==> src/rtl/osc_ctrl_pkg.sv <==
// Constants for oscillator select and warm-up control
package osc_ctrl_pkg;
    localparam int APB_AW = 12;
    localparam int DW = 32;
    localparam int RW = 8;
    localparam int CNT_W = 17;
    localparam int EVT_W = 3;

    // Register indices; byte address is four times the index
    localparam logic [7:0] IDX_PMR = 8'hc4;
    localparam logic [7:0] IDX_STATUS = 8'hc5;
    localparam logic [7:0] IDX_IRQ_STS = 8'hd0;
    localparam logic [7:0] IDX_IRQ_EN = 8'hd1;
    localparam logic [7:0] IDX_IRQ_CLR = 8'hd2;

    // Power and clock manage fields
    localparam int PMR_SRC_SEL = 7;
    localparam int PMR_RC_ACT = 6;
    localparam int PMR_RES_SEL = 5;
    localparam int PMR_SUB_DIS = 4;
    localparam int PMR_MAIN_DIS = 3;
    localparam int PMR_ONE = 0;
    localparam logic [RW-1:0] PMR_RESET = 8'h81;

    // Status fields
    localparam int ST_SUB_RDY = 7;
    localparam int ST_HIGH_SVC = 6;
    localparam int ST_LOW_SVC = 5;
    localparam int ST_MAIN_RDY = 4;
    localparam logic [RW-1:0] STATUS_RESET = 8'h00;

    // Event bits of the interrupt status, enable and clear registers
    localparam int EV_MAIN_RDY = 0;
    localparam int EV_SUB_RDY = 1;
    localparam int EV_RESUME = 2;

    // Warm-up lengths in oscillator clocks
    localparam int MAIN_WARM_SHORT = 4096;
    localparam int MAIN_WARM_LONG = 65536;
    localparam int SUB_WARM_SHORT = 1024;
    localparam int SUB_WARM_LONG = 65536;

    function automatic logic [APB_AW-1:0] reg_addr(input logic [7:0] idx);
        reg_addr = {2'h0, idx, 2'h0};
    endfunction
endpackage

==> src/rtl/osc_select_warmup_ctrl.sv <==
// Clock source select, oscillator enables and warm-up ready tracking
//
// Operation
// - Select bit picks crystal, else RC clock
// - Select set needs main ready, main enabled
// - RC flag shows clock actually in use
// - Resume: RC at once, or hold for crystal
// - Sub disable bit stops 32 kHz oscillator
// - Main disable accepted only on RC clock
// - Main re-enable restarts warm-up, then ready
// - Main ready cleared on resume or disable
// - Main ready is set after power-on reset
// - Main warm-up 4096 or 65536, by option
// - Sub ready after warm-up, cleared on disable
// - Sub warm-up 1024 or 65536, by option
// - High in-service set on entry, RETI clears
// - Low in-service set on entry, RETI clears when high is not in service
//
// Added by the designer: the APB slave port.
`timescale 1ns/1ps
`default_nettype none
module osc_select_warmup_ctrl
    import osc_ctrl_pkg::*;
#(
    parameter int MAIN_SHORT = MAIN_WARM_SHORT,
    parameter int MAIN_LONG = MAIN_WARM_LONG,
    parameter int SUB_SHORT = SUB_WARM_SHORT,
    parameter int SUB_LONG = SUB_WARM_LONG
) (
    // Clock and reset
    input wire logic pclk,
    input wire logic presetn,
    // APB slave
    input wire logic psel,
    input wire logic penable,
    input wire logic pwrite,
    input wire logic [osc_ctrl_pkg::APB_AW-1:0] paddr,
    input wire logic [osc_ctrl_pkg::DW-1:0] pwdata,
    output logic [osc_ctrl_pkg::DW-1:0] prdata,
    output logic pready,
    output logic pslverr,
    // Oscillator pins and factory option straps
    input wire logic main_osc_clk,
    input wire logic sub_osc_clk,
    input wire logic main_warm_long_opt,
    input wire logic sub_warm_long_opt,
    // CPU events, same clock
    input wire logic pd_exit,
    input wire logic irq_enter_high,
    input wire logic irq_enter_low,
    input wire logic reti,
    // Clock controls
    output logic main_osc_en,
    output logic sub_osc_en,
    output logic sys_clk_crystal,
    output logic cpu_hold,
    output logic irq
);
    import osc_ctrl_pkg::*;

    function automatic logic rise(input logic cur, input logic prev);
        rise = cur & ~prev;
    endfunction

    // Pin synchronisers
    logic [2:0] main_clk_s_r;
    logic [2:0] sub_clk_s_r;
    logic [1:0] main_opt_s_r;
    logic [1:0] sub_opt_s_r;
    logic opt_taken_r;
    logic main_long_r;
    logic sub_long_r;

    // Control and status
    logic src_sel_r;
    logic rc_active_r;
    logic res_sel_r;
    logic sub_dis_r;
    logic main_dis_r;
    logic main_rdy_r;
    logic sub_rdy_r;
    logic high_svc_r;
    logic low_svc_r;
    logic hold_r;
    logic [CNT_W-1:0] main_cnt_r;
    logic [CNT_W-1:0] sub_cnt_r;
    logic main_run_r;
    logic sub_run_r;
    logic [EVT_W-1:0] evt_sts_r;
    logic [EVT_W-1:0] evt_en_r;
    logic irq_r;
    logic main_run_q_r;
    logic sub_run_q_r;
    logic [1:0] opt_cnt_r;

    // Strap read once the synchroniser holds the pin value
    localparam logic [1:0] OPT_SETTLE = 2'h2;

    // APB
    logic [DW-1:0] prdata_r;
    logic pready_r;
    logic pslverr_r;

    logic setup_acc;
    logic wr_done;
    logic hit_pmr;
    logic hit_clr;
    logic hit_en;
    logic mapped;
    logic main_edge;
    logic sub_edge;
    logic [CNT_W-1:0] main_term;
    logic [CNT_W-1:0] sub_term;
    logic main_rdy_nxt;
    logic sub_rdy_nxt;
    logic [EVT_W-1:0] evt_set;
    logic [RW-1:0] pmr_val;
    logic [RW-1:0] status_val;

    assign setup_acc = psel & penable & ~pready_r;
    assign wr_done = psel & penable & pready_r & pwrite & ~pslverr_r;
    assign hit_pmr = paddr == reg_addr(IDX_PMR);
    assign hit_clr = paddr == reg_addr(IDX_IRQ_CLR);
    assign hit_en = paddr == reg_addr(IDX_IRQ_EN);
    assign mapped = hit_pmr | hit_clr | hit_en
                  | (paddr == reg_addr(IDX_STATUS))
                  | (paddr == reg_addr(IDX_IRQ_STS));
    assign main_edge = rise(main_clk_s_r[1], main_clk_s_r[2]);
    assign sub_edge = rise(sub_clk_s_r[1], sub_clk_s_r[2]);

    always_comb begin
        pmr_val = '0;
        pmr_val[PMR_SRC_SEL] = src_sel_r;
        pmr_val[PMR_RC_ACT] = rc_active_r;
        pmr_val[PMR_RES_SEL] = res_sel_r;
        pmr_val[PMR_SUB_DIS] = sub_dis_r;
        pmr_val[PMR_MAIN_DIS] = main_dis_r;
        pmr_val[PMR_ONE] = PMR_RESET[PMR_ONE];
        status_val = STATUS_RESET;
        status_val[ST_SUB_RDY] = sub_rdy_r;
        status_val[ST_HIGH_SVC] = high_svc_r;
        status_val[ST_LOW_SVC] = low_svc_r;
        status_val[ST_MAIN_RDY] = main_rdy_r;
    end

    // Two stages on every pin before use
    always_ff @(posedge pclk or negedge presetn) begin
        if (!presetn) begin
            main_clk_s_r <= '0;
            sub_clk_s_r <= '0;
            main_opt_s_r <= '0;
            sub_opt_s_r <= '0;
        end else begin
            main_clk_s_r <= {main_clk_s_r[1:0], main_osc_clk};
            sub_clk_s_r <= {sub_clk_s_r[1:0], sub_osc_clk};
            main_opt_s_r <= {main_opt_s_r[0], main_warm_long_opt};
            sub_opt_s_r <= {sub_opt_s_r[0], sub_warm_long_opt};
        end
    end

    // Options are straps: caught once after reset release
    always_ff @(posedge pclk or negedge presetn) begin
        if (!presetn) begin
            opt_taken_r <= 1'b0;
            opt_cnt_r <= '0;
            main_long_r <= 1'b1;
            sub_long_r <= 1'b1;
        end else if (!opt_taken_r && opt_cnt_r != OPT_SETTLE) begin
            opt_cnt_r <= opt_cnt_r + 2'h1;
        end else if (!opt_taken_r) begin
            opt_taken_r <= 1'b1;
            main_long_r <= main_opt_s_r[1];
            sub_long_r <= sub_opt_s_r[1];
        end
    end

    assign main_term = main_long_r ? CNT_W'(MAIN_LONG) : CNT_W'(MAIN_SHORT);
    assign sub_term = sub_long_r ? CNT_W'(SUB_LONG) : CNT_W'(SUB_SHORT);

    // POWER_CLOCK_MANAGE writes
    always_ff @(posedge pclk or negedge presetn) begin
        if (!presetn) begin
            src_sel_r <= PMR_RESET[PMR_SRC_SEL];
            res_sel_r <= PMR_RESET[PMR_RES_SEL];
            sub_dis_r <= PMR_RESET[PMR_SUB_DIS];
            main_dis_r <= PMR_RESET[PMR_MAIN_DIS];
        end else begin
            if (wr_done && hit_pmr) begin
                res_sel_r <= pwdata[PMR_RES_SEL];
                sub_dis_r <= pwdata[PMR_SUB_DIS];
                if (!pwdata[PMR_SRC_SEL])
                    src_sel_r <= 1'b0;
                else if (main_rdy_r && !main_dis_r)
                    src_sel_r <= 1'b1;
                if (!pwdata[PMR_MAIN_DIS])
                    main_dis_r <= 1'b0;
                else if (!src_sel_r && !rc_active_r)
                    main_dis_r <= 1'b0;
                else if (!src_sel_r)
                    main_dis_r <= 1'b1;
            end
            if (pd_exit && res_sel_r)
                src_sel_r <= 1'b0;
        end
    end

    // Clock in use follows the select one cycle later
    always_ff @(posedge pclk or negedge presetn) begin
        if (!presetn) begin
            rc_active_r <= PMR_RESET[PMR_RC_ACT];
            sys_clk_crystal <= PMR_RESET[PMR_SRC_SEL];
        end else begin
            rc_active_r <= ~src_sel_r;
            sys_clk_crystal <= src_sel_r;
        end
    end

    // Crystal warm-up; restart on resume or re-enable
    always_ff @(posedge pclk or negedge presetn) begin
        if (!presetn) begin
            main_cnt_r <= '0;
            main_run_r <= 1'b0;
            main_rdy_r <= 1'b1;
        end else if (main_dis_r || pd_exit) begin
            main_cnt_r <= '0;
            main_run_r <= ~main_dis_r;
            main_rdy_r <= 1'b0;
        end else if (!main_rdy_r && !main_run_r) begin
            main_cnt_r <= '0;
            main_run_r <= 1'b1;
        end else if (main_run_r && main_edge) begin
            main_cnt_r <= main_cnt_r + CNT_W'(1);
            if (main_cnt_r + CNT_W'(1) == main_term) begin
                main_run_r <= 1'b0;
                main_rdy_r <= 1'b1;
            end
        end
    end

    // Sub-oscillator warm-up
    always_ff @(posedge pclk or negedge presetn) begin
        if (!presetn) begin
            sub_cnt_r <= '0;
            sub_run_r <= 1'b1;
            sub_rdy_r <= STATUS_RESET[ST_SUB_RDY];
        end else if (sub_dis_r) begin
            sub_cnt_r <= '0;
            sub_run_r <= 1'b1;
            sub_rdy_r <= 1'b0;
        end else if (sub_run_r && !sub_rdy_r && sub_edge) begin
            sub_cnt_r <= sub_cnt_r + CNT_W'(1);
            if (sub_cnt_r + CNT_W'(1) == sub_term) begin
                sub_run_r <= 1'b0;
                sub_rdy_r <= 1'b1;
            end
        end
    end

    // Resume hold until crystal is warm
    always_ff @(posedge pclk or negedge presetn) begin
        if (!presetn)
            hold_r <= 1'b0;
        else if (pd_exit && !res_sel_r)
            hold_r <= 1'b1;
        else if (main_rdy_r)
            hold_r <= 1'b0;
    end

    // Interrupt level in service; entry beats RETI
    always_ff @(posedge pclk or negedge presetn) begin
        if (!presetn) begin
            high_svc_r <= STATUS_RESET[ST_HIGH_SVC];
            low_svc_r <= STATUS_RESET[ST_LOW_SVC];
        end else begin
            if (irq_enter_high)
                high_svc_r <= 1'b1;
            else if (reti && high_svc_r)
                high_svc_r <= 1'b0;
            if (irq_enter_low)
                low_svc_r <= 1'b1;
            else if (reti && !high_svc_r)
                low_svc_r <= 1'b0;
        end
    end

    // Sticky events; set wins over clear
    assign main_rdy_nxt = main_rdy_r;
    assign sub_rdy_nxt = sub_rdy_r;
    always_ff @(posedge pclk or negedge presetn) begin
        if (!presetn) begin
            // Match the flags' reset, else a false event follows reset
            main_run_q_r <= 1'b1;
            sub_run_q_r <= STATUS_RESET[ST_SUB_RDY];
        end else begin
            main_run_q_r <= main_rdy_nxt;
            sub_run_q_r <= sub_rdy_nxt;
        end
    end

    always_comb begin
        evt_set = '0;
        evt_set[EV_MAIN_RDY] = rise(main_rdy_r, main_run_q_r);
        evt_set[EV_SUB_RDY] = rise(sub_rdy_r, sub_run_q_r);
        evt_set[EV_RESUME] = pd_exit;
    end

    always_ff @(posedge pclk or negedge presetn) begin
        if (!presetn) begin
            evt_sts_r <= '0;
            evt_en_r <= '0;
            irq_r <= 1'b0;
        end else begin
            if (wr_done && hit_clr)
                evt_sts_r <= (evt_sts_r & ~pwdata[EVT_W-1:0]) | evt_set;
            else
                evt_sts_r <= evt_sts_r | evt_set;
            if (wr_done && hit_en)
                evt_en_r <= pwdata[EVT_W-1:0];
            irq_r <= |(evt_sts_r & evt_en_r);
        end
    end

    // APB: one wait state, answer registered
    always_ff @(posedge pclk or negedge presetn) begin
        if (!presetn) begin
            pready_r <= 1'b0;
            pslverr_r <= 1'b0;
            prdata_r <= '0;
        end else begin
            pready_r <= setup_acc;
            pslverr_r <= setup_acc & ~mapped;
            if (setup_acc && !pwrite) begin
                unique case (1'b1)
                    hit_pmr: prdata_r <= DW'(pmr_val);
                    paddr == reg_addr(IDX_STATUS):
                        prdata_r <= DW'(status_val);
                    paddr == reg_addr(IDX_IRQ_STS):
                        prdata_r <= DW'(evt_sts_r);
                    hit_en: prdata_r <= DW'(evt_en_r);
                    default: prdata_r <= '0;
                endcase
            end else if (setup_acc) begin
                prdata_r <= '0;
            end
        end
    end

    assign prdata = prdata_r;
    assign pready = pready_r;
    assign pslverr = pslverr_r;
    assign irq = irq_r;
    assign cpu_hold = hold_r;
    assign main_osc_en = ~main_dis_r;
    assign sub_osc_en = ~sub_dis_r;

    a_src_set_gate: assert property (@(posedge pclk) disable iff (!presetn)
        wr_done && hit_pmr && pwdata[PMR_SRC_SEL] && !src_sel_r
        && !(main_rdy_r && !main_dis_r) && !pd_exit |=> !src_sel_r)
        else $error("select set without warm crystal");
    a_rc_flag_match: assert property (@(posedge pclk) disable iff (!presetn)
        ##1 rc_active_r == !$past(src_sel_r))
        else $error("rc flag does not follow source");
    a_clk_out_match: assert property (@(posedge pclk) disable iff (!presetn)
        sys_clk_crystal == !rc_active_r)
        else $error("clock output disagrees with flag");
    a_main_dis_gate: assert property (@(posedge pclk) disable iff (!presetn)
        wr_done && hit_pmr && src_sel_r && !main_dis_r |=> !main_dis_r)
        else $error("crystal stopped while in use");
    a_main_rdy_clear: assert property (@(posedge pclk) disable iff (!presetn)
        (main_dis_r || pd_exit) |=> !main_rdy_r [*2])
        else $error("main ready not cleared");
    a_sub_rdy_clear: assert property (@(posedge pclk) disable iff (!presetn)
        sub_dis_r |=> !sub_rdy_r)
        else $error("sub ready not cleared");
    a_resume_rc_now: assert property (@(posedge pclk) disable iff (!presetn)
        pd_exit && res_sel_r |=> !src_sel_r ##1 rc_active_r && !cpu_hold)
        else $error("resume did not go to rc");
    a_resume_hold: assert property (@(posedge pclk) disable iff (!presetn)
        pd_exit && !res_sel_r |=> cpu_hold throughout (!main_rdy_r [*2]))
        else $error("resume hold missing");
    a_high_svc_set: assert property (@(posedge pclk) disable iff (!presetn)
        irq_enter_high |=> high_svc_r)
        else $error("high in-service not set");
    a_low_svc_clear: assert property (@(posedge pclk) disable iff (!presetn)
        reti && !high_svc_r && !irq_enter_low |=> !low_svc_r)
        else $error("low in-service not cleared");
    a_main_warm_end: assert property (@(posedge pclk) disable iff (!presetn)
        $rose(main_rdy_r) |-> $past(main_cnt_r) + CNT_W'(1) == main_term)
        else $error("main ready before warm-up count");
endmodule // osc_select_warmup_ctrl
`default_nettype wire

==> config.mk <==
export PLATFORM = sky130hd
export DESIGN_NAME = osc_select_warmup_ctrl
export DESIGN_NICKNAME = d
export VERILOG_FILES = /design/src/rtl/osc_ctrl_pkg.sv /design/src/rtl/osc_select_warmup_ctrl.sv
export SDC_FILE = /design/constraint.sdc
export NUM_CORES = 1
export LEC_CHECK = 0
export BUFFER_PORTS_ARGS = -buffer_cell sky130_fd_sc_hd__clkbuf_2
export CAP_MARGIN = 20
export CORE_UTILIZATION = 40
export DETAILED_ROUTE_END_ITERATION = 8
export PLACE_DENSITY = 0.7
export SLEW_MARGIN = 20
export SYNTH_ARGS = -nofsm -noshare
export SYNTH_HDL_FRONTEND = slang
export SYNTH_SLANG_ARGS = --single-unit
==> constraint.sdc <==
create_clock -name pclk -period 2.7 [get_ports pclk]
set_clock_uncertainty 0.2 [all_clocks]
set_input_delay 0.27 -clock pclk [delete_from_list [all_inputs] [get_ports pclk]]
set_output_delay 0.27 -clock pclk [all_outputs]
set_load 0.01 [all_outputs]
# Word level (Yosys, flattened, before mapping)
# Cells that the tools add are included.
[classes]
eq_ne = 11
muxes = 38
add_sub_neg = 3
bitwise_logic = 31
n_reduce_logical = 44
[op_table]
columns = ["op", "count"]
rows = [
  ["17-bit 2-to-1 mux", 7],
  ["32-bit 2-to-1 mux", 2],
  ["12-bit by 10-bit equality test with 1-bit output, second input constant", 5],
  ["17-bit by 1-bit adder with 17-bit output, second input constant", 2],
  ["17-bit equality test", 2],
  ["8-bit one-hot mux with 4 select lines", 1],
  ["1-bit 2-to-1 mux", 27],
  ["2-bit nonzero test", 9],
  ["1-bit logical AND", 15],
  ["1-bit NOT", 12],
  ["1-bit bitwise AND", 10],
  ["1-bit logical NOT", 10],
  ["2-bit AND reduction", 5],
  ["3-bit bitwise AND", 2],
  ["3-bit OR", 2],
  ["3-bit nonzero test", 2],
  ["2-bit inequality test, second input constant", 2],
  ["1-bit OR", 4],
  ["3-bit 2-to-1 mux", 1],
  ["3-bit by 1-bit inequality test with 1-bit output, second input constant", 1],
  ["3-bit by 2-bit inequality test with 1-bit output, second input constant", 1],
  ["3-bit NOT", 1],
  ["3-bit AND reduction", 1],
  ["3-bit OR reduction", 1],
  ["other kinds (2)", 2],
]
[totals]
register_bits = 105
word_cells = 158
output_inout_bits = 39
inputBits = 57

# Depth between registers and ports, before layout
# Gate-level depths: netlist of run 1.
[logic_depth]
depth_word = 7
mapped_depth = 7
depth_no_buf = 7

# Least setup slack after synthesis of run 1
# No wires, ideal clock.
[synth_timing]
path_kind = "flip-flop to flip-flop"
startpoint = "register main_cnt_r[0]"
endpoint = "register main_run_r"
setup_time_ns = 0.119
t_required_ns = 2.381
synth_period_minus_slack_ns = 2.037
stages_incl_launch_ff = 7
arrival_ns = 1.719
n_path_buf = 0
path_slack_ns = 0.663
path_cell_list = "dfrtp_1 > ha_1 > nand4_4 > o31a_2 > and4b_1 > a41oi_1 > o21a_1"
[synth_via]
elab_chain_len = 4
[synth_rtl]
columns = ["item", "line_no", "rtl"]
rows = [
  ["start: declaration", "osc_select_warmup_ctrl.sv:85", "logic [CNT_W-1:0] main_cnt_r;"],
  ["start signal: assignment", "osc_select_warmup_ctrl.sv:232", "main_cnt_r <= main_cnt_r + CNT_W'(1);"],
  ["17-bit by 1-bit adder with 17-bit output", "osc_select_warmup_ctrl.sv:233", "if (main_cnt_r + CNT_W'(1) == main_term) begin"],
  ["17-bit equality test", "osc_select_warmup_ctrl.sv:233", ""],
  ["3-bit nonzero test (no source line)", "--", ""],
  ["2-bit AND reduction (no source line)", "--", ""],
  ["end signal: assignment", "osc_select_warmup_ctrl.sv:226", "main_run_r <= ~main_dis_r;"],
  ["end: declaration", "osc_select_warmup_ctrl.sv:87", "logic main_run_r;"],
]
# No other way between the ends.
# A chain may end at the register's enable or synchronous reset.

# Final worst setup path of run 1
# Ends and elaborated chain as after synthesis.

==> impl_metrics.json, run 1 <==
{
  "setup-tns-final_ns": 0,
  "slew_viol_final": 0,
  "grt_max_degree": 82,
  "synth-seq-cells": 81,
  "fin_nets": 559,
  "reg2reg_depth": 7,
  "power.density_nw_per_um2": 475,
  "p_leak_uw": 0.00217,
  "syn_to_final_growth_pct": 14.9,
  "synth-edff-count": 0,
  "die-area_um2": 11100,
  "syn-instance-count": 439,
  "post_cts.repair.setup_buffers": 0,
  "gp_congestion": 0.843,
  "worstPathRequired_ns": 2.75,
  "fin_area_um2": 4910,
  "multi_input_area_um2": 1990,
  "fmax_ghz": 0.444,
  "clock-root-buffer": "clkbuf_8",
  "avgSynthCellArea_um2": 9.73,
  "place_inst": 606,
  "antenna_found_initial": 0,
  "regToRegSetupSlack_ns": 0.45,
  "insertion_delay_ns": 0.36,
  "synth_warnings": 0,
  "die_h_um": 105,
  "holdPathStages": 3,
  "drive_gt1_frac": 0.185,
  "synthArstFlopShare": 1.00,
  "status": "finished, final reports clean",
  "path_max_fanout": 7,
  "syn_area_um2": 4270,
  "die_x_um": 105,
  "r2r-start": "main_cnt_r[0]",
  "crit_path_start_kind": "register",
  "cts.htree.levels": 3,
  "place_area_um2": 4530,
  "drt_iter0_drc": 154,
  "hold_path.class": "input pin to register",
  "yosysSeqAreaShare": 0.476,
  "dp_hpwl_mm": 5.76,
  "num_antenna_cells": 0,
  "wl_per_cell_um": 12.9,
  "seq_area_um2": 2040,
  "wl_mm": 8.21,
  "synth_ff_type": "dfrtp_1",
  "irDropWorstVdd_mv": 0.398,
  "drcViolationCount": 0,
  "synth_cell_types": 61,
  "routed_via_density": 5.02,
  "portBuffers": 46,
  "drt_pre_antenna_iters": 4,
  "min_from": "pwdata[7]",
  "nFillCells": 940,
  "clockBufferDepth": 2,
  "cts_tree": "built",
  "grt_setup_unrepaired": "no",
  "cts_buffers": 9,
  "cts.repair.resized": 0,
  "period_needed_ns": 2.25,
  "vias": 3201,
  "min_period_over_period": 0.834,
  "maxCapViolCount": 0,
  "ant_nets": 0,
  "io_pins": 96,
  "finalNonFillerCells": 638,
  "cp-end-kind": "register",
  "grt_pass1_vias": 3239,
  "core_area_um2": 10300,
  "holdPathEnd": "src_sel_r",
  "grt_overflow_total": 0,
  "initial_core_util": 0.414,
  "grt.total_usage": 0.165,
  "row_count": 37,
  "timing.rr.end": "main_run_r",
  "setup_viol": 0,
  "grt_pass1_wl_mm": 14.6,
  "cp.arrival_ns": 2.30,
  "slew_headroom": 0.562,
  "crit_type": "register to register",
  "clk_transition_reported_paths_ns": 0.09,
  "clock_sinks": 81,
  "worst_pin_slew_ns": 0.651,
  "finalHoldViolCount": 0
}
-- cells in the final DEF (no fill, tap or decap), types with 3 or more instances in the layout --
master	netlist	final
dfstp_2	7	7
conb_1	1	24
inv_1	17	17
dfrtp_1	74	74
clkbuf_8	0	9
nand2_1	40	40
nand4_1	9	9
a21oi_1	10	10
a21o_1	3	3
nor2b_1	4	4
ha_1	5	5
and3_1	3	3
xnor2_1	22	22
nand3_1	18	18
xor2_1	20	20
dlygate4sd3_1	0	16
nor2_1	49	49
mux2i_1	7	7
o22ai_1	3	3
or2_2	3	3
nor3_1	12	12
clkbuf_2	2	45
nand2b_1	4	4
or3_1	5	5
a211oi_1	3	3
o21ai_0	21	21
mux2_2	8	8
o21a_1	3	3
nor4_1	10	10
buf_4	26	4
-- where the power goes --
part	internal, uW	switching (uW)
combinational	49.6	67.0
clock	526	457
sequential	1230	8.05
-- state kept, by name (all words and copies together), names as in the netlist, 2 cells and up --
name          flops
opt_cnt_r         2
evt_sts_r         3
main_opt_s_r      2
sub_cnt_r        17
sub_clk_s_r       3
prdata            8
sub_opt_s_r       2
main_cnt_r       17
main_clk_s_r      3
evt_en_r          3
-- synthesized netlist by cell type, types with 5 or more instances --
| cell type | n | area share |
|---|---|---|
| nand3_1 | 18 | 0.021 |
| dfrtp_1 | 74 | 0.43 |
| xnor2_1 | 22 | 0.045 |
| nor4_1 | 10 | 0.015 |
| inv_1 | 17 | 0.015 |
| a21oi_1 | 10 | 0.012 |
| o21ai_0 | 21 | 0.025 |
| nor3_1 | 12 | 0.014 |
| nor2_1 | 49 | 0.043 |
| nand4_1 | 9 | 0.013 |
| xor2_1 | 20 | 0.041 |
| dfstp_2 | 7 | 0.043 |
| buf_2 | 5 | 0.0059 |
| or3_1 | 5 | 0.0073 |
| mux2_2 | 8 | 0.021 |
| buf_4 | 26 | 0.046 |
| mux2i_1 | 7 | 0.016 |
| nand2_1 | 40 | 0.035 |
| clkbuf_1 | 8 | 0.0070 |
| ha_1 | 5 | 0.015 |
-- critical path: stages (launching register included) --
cell and delay (ns):
dfrtp_1 0.43, ha_1 0.34, nand4_4 0.18, nor4_1 0.33
nand4_1 0.13, a21oi_1 0.22, a41oi_1 0.14, o21a_1 0.18
-- per-stage QoR --
step / setup slack (ns) / total power, uW / hold WS (ns) / util
3_3_place_gp: 0.479 / 1360 / 0.133 / 0.439
2_1_floorplan: 0.663 / 1320 / -0.226 / -
5_1_grt: 0.237 / 2430 / 0.0229 / 0.476
4_1_cts: 0.428 / 2360 / 0.0266 / 0.476
3_5_place_dp: 0.437 / 1360 / 0.135 / 0.439
6_report: 0.449 / 2340 / 0.0276 / 0.476
-- cells by family (layout without fill, tap and decap cells) --
kind of cell | count (synthesis) | in the layout | share of synthesized area
compound gates | 63 | 63 | 0.0981
mux | 15 | 15 | 0.0375
fa+ha+maj | 5 | 5 | 0.0146
other cells | 1 | 24 | 0.000878
flops | 81 | 81 | 0.476
buf+inv | 59 | 99 | 0.0785
xor+xnor | 42 | 42 | 0.0861
simple gates | 173 | 173 | 0.208
-- repair_timing --
| action | in CTS | in global routing |
|---|---|---|
| hold endpoints to repair | 89 | 0 |
| hold buffers | 16 | 0 |
| endpoints found under the setup margin | 0 | 0 |
-- worst max path at each step --
stage / cells past startpoint / start / endpoint
finish: 7 / main_cnt_r[0] / main_run_r
global placement: 7 / main_cnt_r[0] / main_cnt_r[16]
CTS: 7 / main_cnt_r[0] / main_run_r
global route: 7 / main_cnt_r[0] / main_run_r
detailed placement: 7 / main_cnt_r[0] / main_run_r
floorplan: 6 / main_cnt_r[0] / main_run_r
-- per-layer routing --
metal  vias to the layer above  wire, um  GRT usage
met2                        72      4220      0.287
met4                         0       111     0.0543
met1                      1540      3490      0.194
met3                        11       384     0.0495
met5                         -         0          0
li1                       1578         -          -
-- area by class of cell --
class	count	area share
inverter	17	0.0130
tap	136	0.0346
clock inverter	6	0.0183
multi-input combinational	322	0.405
clock buffer	10	0.0260
timing repair buffer	66	0.0887
sequential	81	0.415
Power figures use the tool's default switching activity.
==> inputs of run 2 (changes only) <==
--- a/config.mk
+++ b/config.mk
@@ -9,7 +9,7 @@
 export CAP_MARGIN = 20
 export CORE_UTILIZATION = 40
 export DETAILED_ROUTE_END_ITERATION = 8
-export PLACE_DENSITY = 0.7
+export PLACE_DENSITY = 0.72
 export SLEW_MARGIN = 20
 export SYNTH_ARGS = -nofsm -noshare
 export SYNTH_HDL_FRONTEND = slang
==> constraint.sdc (replaced) <==
create_clock -name pclk -period 1.91 [get_ports pclk]
set_clock_uncertainty 0.2 [all_clocks]
set_input_delay 0.191 -clock pclk [delete_from_list [all_inputs] [get_ports pclk]]
set_output_delay 0.191 -clock pclk [all_outputs]
set_load 0.01 [all_outputs]
==> impl_metrics.json, run 2 (same netlist as run 1, synthesis figures left out) <==
{
  "path_cells": "or2_0 -> a2111o_1 -> o31a_1 -> a21oi_2 -> a41oi_2 -> o21a_1",
  "p_leak_uw": 0.00255,
  "fin_ws_ns": -0.0958,
  "num_antenna_cells": 0,
  "wl_mm": 9.80,
  "row_count": 37,
  "syn_to_final_growth_pct": 32.0,
  "routed_via_density": 5.12,
  "crit_path_start_kind": "register",
  "nFillCells": 884,
  "grt_setup_unrepaired": "yes",
  "io_pins": 96,
  "path_max_fanout": 6,
  "violations": "negative setup slack",
  "fmax_ghz": 0.499,
  "slew_headroom": 0.555,
  "status": "finished with violations",
  "cp_top_family": "compound AO/OA/AOI/OAI gates",
  "hold_path.class": "input pin to register",
  "wl_per_cell_um": 14.1,
  "cp_num_buf_inv": 0,
  "setup_viol": 7,
  "portBuffers": 46,
  "clockBufferDepth": 2,
  "die-area_um2": 11100,
  "layout_common_cells": "64 x dfrtp_1, 56 x buf_4, 46 x nor2_1",
  "holdPathStages": 5,
  "irDropWorstVdd_mv": 0.442,
  "cts_buffers": 9,
  "min_period_over_period": 1.05,
  "maxCapViolCount": 0,
  "drt_iter0_drc": 131,
  "crit_type": "register to register",
  "cp-end-kind": "register",
  "cp.arrival_ns": 2.05,
  "clock_sinks": 81,
  "crit_cells": 6,
  "clockPowerShare": 0.409,
  "period_needed_ns": 2.01,
  "drcViolationCount": 0,
  "fin_nets": 614,
  "grt_pass1_vias": 3573,
  "slowest_stage": "dfrtp_1",
  "die_x_um": 105,
  "clk_transition_reported_paths_ns": 0.09,
  "dp_hpwl_mm": 6.46,
  "p_switching_uw": 789,
  "ant_nets": 0,
  "grt_pass1_wl_mm": 16.4,
  "drt_pre_antenna_iters": 4,
  "insertion_delay_ns": 0.36,
  "vias": 3546,
  "initial_core_util": 0.414,
  "slew_viol_final": 0,
  "clock-root-buffer": "clkbuf_8",
  "cts_tree": "built",
  "p_sw_frac": 0.242,
  "gp_congestion": 0.868,
  "reg2reg_depth": 6,
  "cts.htree.levels": 3,
  "power.density_nw_per_um2": 577,
  "finalHoldViolCount": 0,
  "die_h_um": 105,
  "power_frac_comb": 0.056,
  "final_common_cell": "dfrtp_1",
  "total_power_uw": 3260,
  "p_seq_frac": 0.535,
  "grt_max_degree": 82,
  "worstPathRequired_ns": 1.96,
  "grt.total_usage": 0.184,
  "antenna_found_initial": 0,
  "slowest_delay_ns": 0.46,
  "p_int_uw": 2470,
  "core_area_um2": 10300,
  "worst_pin_slew_ns": 0.663,
  "whs_ns": 0.0327,
  "grt_overflow_total": 0,
  "drive_gt1_frac": 0.350
}
## run 2: cell types whose count changed in the layout (fill, tap and decap cells not counted), sizes merged
cell         previous run  this run
buf                     5        59
clkinv                  1         3
bufinv                  2         1
dlygate4sd3            16        17
inv                    19        18
## run 2: per-stage QoR
step | area [um^2] | setup WS [ns] | utilization | setup TNS [ns] | instances
after floorplan | 4380 | 0.00386 | - | 0 | 462
after global placement | 4920 | -0.0693 | 0.476 | -0.309 | 655
after detailed placement | 4920 | -0.182 | 0.476 | -1.10 | 655
after CTS | 5530 | -0.0798 | 0.535 | -0.0798 | 691
after global routing | 5640 | -0.187 | 0.546 | -0.902 | 693
final | 5640 | -0.0958 | 0.546 | -0.352 | 693
## run 2: layout make-up
| cell class | count | area [um^2] | area share |
|---|---|---|---|
| clock inverter | 6 | 75.1 | 0.0133 |
| clock buffer | 10 | 138 | 0.0244 |
| multi-input combinational | 322 | 2290 | 0.406 |
| sequential | 81 | 2050 | 0.363 |
| timing repair buffer | 121 | 858 | 0.152 |
| tap | 136 | 170 | 0.0302 |
| inverter | 17 | 63.8 | 0.0113 |
## run 2: final timing paths
path	startpoint	endpoint	slack, ns
setup / recovery	main_cnt_r[9]	main_run_r	-0.1
hold / removal	paddr[4]	pslverr	0.03
setup reg to reg	main_cnt_r[9]	main_run_r	-0.1
hold reg to reg	sub_opt_s_r[0]	sub_opt_s_r[1]	0.16
max in group asynchronous	presetn	sub_run_r	0.94
min in group asynchronous	presetn	main_cnt_r[7]	0.17
## run 2: worst min-delay path, stage by stage
cell      delay, ns
clkbuf_2       0.08
nor2b_1        0.05
nand2b_1       0.09
a21oi_1        0.07
nor2_1         0.07
## run 2: what timing repair did
item                                   4_1_cts  5_1_grt
setup buffers                                3        2
pin swaps                                   16       14
gates resized for setup                     41       30
hold buffers                                17        0
setup endpoints to repair                   15       21
endpoints found under the hold margin       99        0
cloned                                       0        0
## run 2: layer usage
layer,up-vias,share of wire,track usage
li1,1700,-,-
met4,0,0.028,0.0734
met2,81,0.51,0.310
met3,25,0.033,0.0470
met1,1740,0.43,0.226
met5,-,0,0
## run 2: power by group through the flow
stage,Sequential (uW),Clock [uW],Combinational [uW]
floorplan,1780,0,93.3
global placement,1780,0,148
detailed placement,1780,0,151
CTS,1740,1370,181
global route,1750,1440,206
finish,1740,1330,182
==> inputs of run 3 (changes only) <==
--- a/config.mk
+++ b/config.mk
@@ -7,9 +7,11 @@
 export LEC_CHECK = 0
 export BUFFER_PORTS_ARGS = -buffer_cell sky130_fd_sc_hd__clkbuf_2
 export CAP_MARGIN = 20
-export CORE_UTILIZATION = 40
+export CELL_PAD_IN_SITES_DETAIL_PLACEMENT = 0
+export CELL_PAD_IN_SITES_GLOBAL_PLACEMENT = 1
+export CORE_UTILIZATION = 37
 export DETAILED_ROUTE_END_ITERATION = 8
-export PLACE_DENSITY = 0.72
+export PLACE_DENSITY = 0.84
 export SLEW_MARGIN = 20
 export SYNTH_ARGS = -nofsm -noshare
 export SYNTH_HDL_FRONTEND = slang
==> impl_metrics.json, run 3 (same netlist as run 1, synthesis figures left out) <==
{
  "status": "finished with violations",
  "crit_cells": 6,
  "portBuffers": 46,
  "cp_top_family": "compound AO/OA/AOI/OAI gates",
  "core_area_um2": 11000,
  "grt_max_degree": 36,
  "slew_headroom": 0.499,
  "clk_transition_reported_paths_ns": 0.06,
  "worst_pin_slew_ns": 0.746,
  "slowest_delay_ns": 0.41,
  "syn_to_final_growth_pct": 38.0,
  "cpMostUsedCell": "a211oi_2",
  "grt.total_usage": 0.175,
  "ant_nets": 0,
  "path_cells": "buf_4 -> o32ai_1 -> a211oi_2 -> a211oi_2 -> o2111ai_2 -> o22a_1",
  "slowest_stage": "dfrtp_1",
  "finalHoldViolCount": 0,
  "cp_num_buf_inv": 1,
  "io_pins": 96,
  "drt_iter0_drc": 129,
  "min_period_over_period": 1.04,
  "drive_gt1_frac": 0.373,
  "clockBufferDepth": 2,
  "final_common_cell": "buf_4",
  "die_h_um": 109,
  "clock_sinks": 81,
  "crit_path_start_kind": "register",
  "antenna_found_initial": 0,
  "holdPathStages": 4,
  "power.density_nw_per_um2": 602,
  "die_x_um": 109,
  "wl_per_cell_um": 14.4,
  "nFillCells": 957,
  "routed_via_density": 5.04,
  "cts_tree": "built",
  "crit_type": "register to register",
  "cp.arrival_ns": 2.05,
  "drt_pre_antenna_iters": 4,
  "vias": 3626,
  "irDropWorstVdd_mv": 0.450,
  "row_count": 38,
  "dp_hpwl_mm": 6.75,
  "fmax_ghz": 0.504,
  "cts_buffers": 9,
  "total_power_uw": 3550,
  "setup_viol": 4,
  "place_inst": 674,
  "drcViolationCount": 0,
  "fin_nets": 636,
  "initial_core_util": 0.387,
  "fin_ws_ns": -0.0759,
  "grt_overflow_total": 0,
  "path_max_fanout": 8,
  "p_leak_uw": 0.00270,
  "finalNonFillerCells": 719,
  "grt_setup_unrepaired": "yes",
  "die-area_um2": 12000,
  "num_antenna_cells": 0,
  "slew_viol_final": 0,
  "cp-end-kind": "register",
  "hold_path.class": "input pin to register",
  "maxCapViolCount": 0,
  "fin_area_um2": 5890,
  "layout_common_cells": "80 x buf_4, 67 x dfrtp_1, 45 x nor2_1, 45 x clkbuf_2, 36 x nand2_1",
  "grt_pass1_vias": 3547,
  "wl_mm": 10.3,
  "period_needed_ns": 1.99,
  "insertion_delay_ns": 0.33,
  "violations": "negative setup slack",
  "clock-root-buffer": "clkbuf_16",
  "reg2reg_depth": 6,
  "place_area_um2": 5040,
  "cts.htree.levels": 3,
  "grt_pass1_wl_mm": 16.3,
  "worstPathRequired_ns": 1.97,
  "gp_congestion": 0.852
}
## run 3: cell type report
class	count	area (um^2)	area share
Tap cell	140	175	0.0297
Clock buffer	10	229	0.0388
Multi-Input combinational cell	322	2310	0.392
Sequential cell	81	2040	0.347
Clock inverter	6	51.3	0.00870
Timing Repair Buffer	143	1020	0.173
Inverter	17	63.8	0.0108
## run 3: worst min-delay path: stages
cell      delay (ns)
clkbuf_2        0.09
inv_1           0.07
o21ai_0         0.09
nand2b_1        0.09
## run 3: path summary, 6_finish.rpt
kind | from | end | slack [ns]
min in group asynchronous | presetn | evt_sts_r[1] | 0.15
worst min-delay path | reti | low_svc_r | 0.04
worst max register to register | sub_cnt_r[7] | sub_run_r | -0.08
worst max-delay path | sub_cnt_r[7] | sub_run_r | -0.08
max in group asynchronous | presetn | main_rdy_nxt | 0.70
worst min register to register | sub_clk_s_r[0] | sub_clk_s_r[1] | 0.15
## run 3: metal layers
| layer | vias up | GRT usage | wire length (um) |
|---|---|---|---|
| met3 | 13 | 0.0338 | 303 |
| met1 | 1800 | 0.208 | 4360 |
| met2 | 76 | 0.310 | 5500 |
| li1 | 1737 | - | - |
| met5 | - | 0 | 0 |
| met4 | 0 | 0.0705 | 170 |
## run 3: timing repair
item,CTS,global route
endpoints found under the setup margin,17,25
endpoints found under the hold margin,80,0
pin swaps,7,15
setup buffers,4,9
gates resized for setup,26,38
hold buffers,16,0
## run 3: per-stage QoR
stage / setup TNS (ns) / util / hold slack, ns / setup WS, ns
after global routing: -0.537 / 0.534 / 0.0460 / -0.181
after detailed placement: -0.748 / 0.457 / -0.0365 / -0.120
after CTS: -0.0762 / 0.511 / 0.0396 / -0.0617
after floorplan: 0 / - / -0.305 / 0.00386
final: -0.204 / 0.534 / 0.0415 / -0.0759
after global placement: -0.391 / 0.457 / -0.0423 / -0.0982
## run 3: power breakdown
| part | internal (uW) | switching (uW) |
|---|---|---|
| registers | 1740 | 9.45 |
| clock network | 897 | 717 |
| logic | 81.5 | 108 |
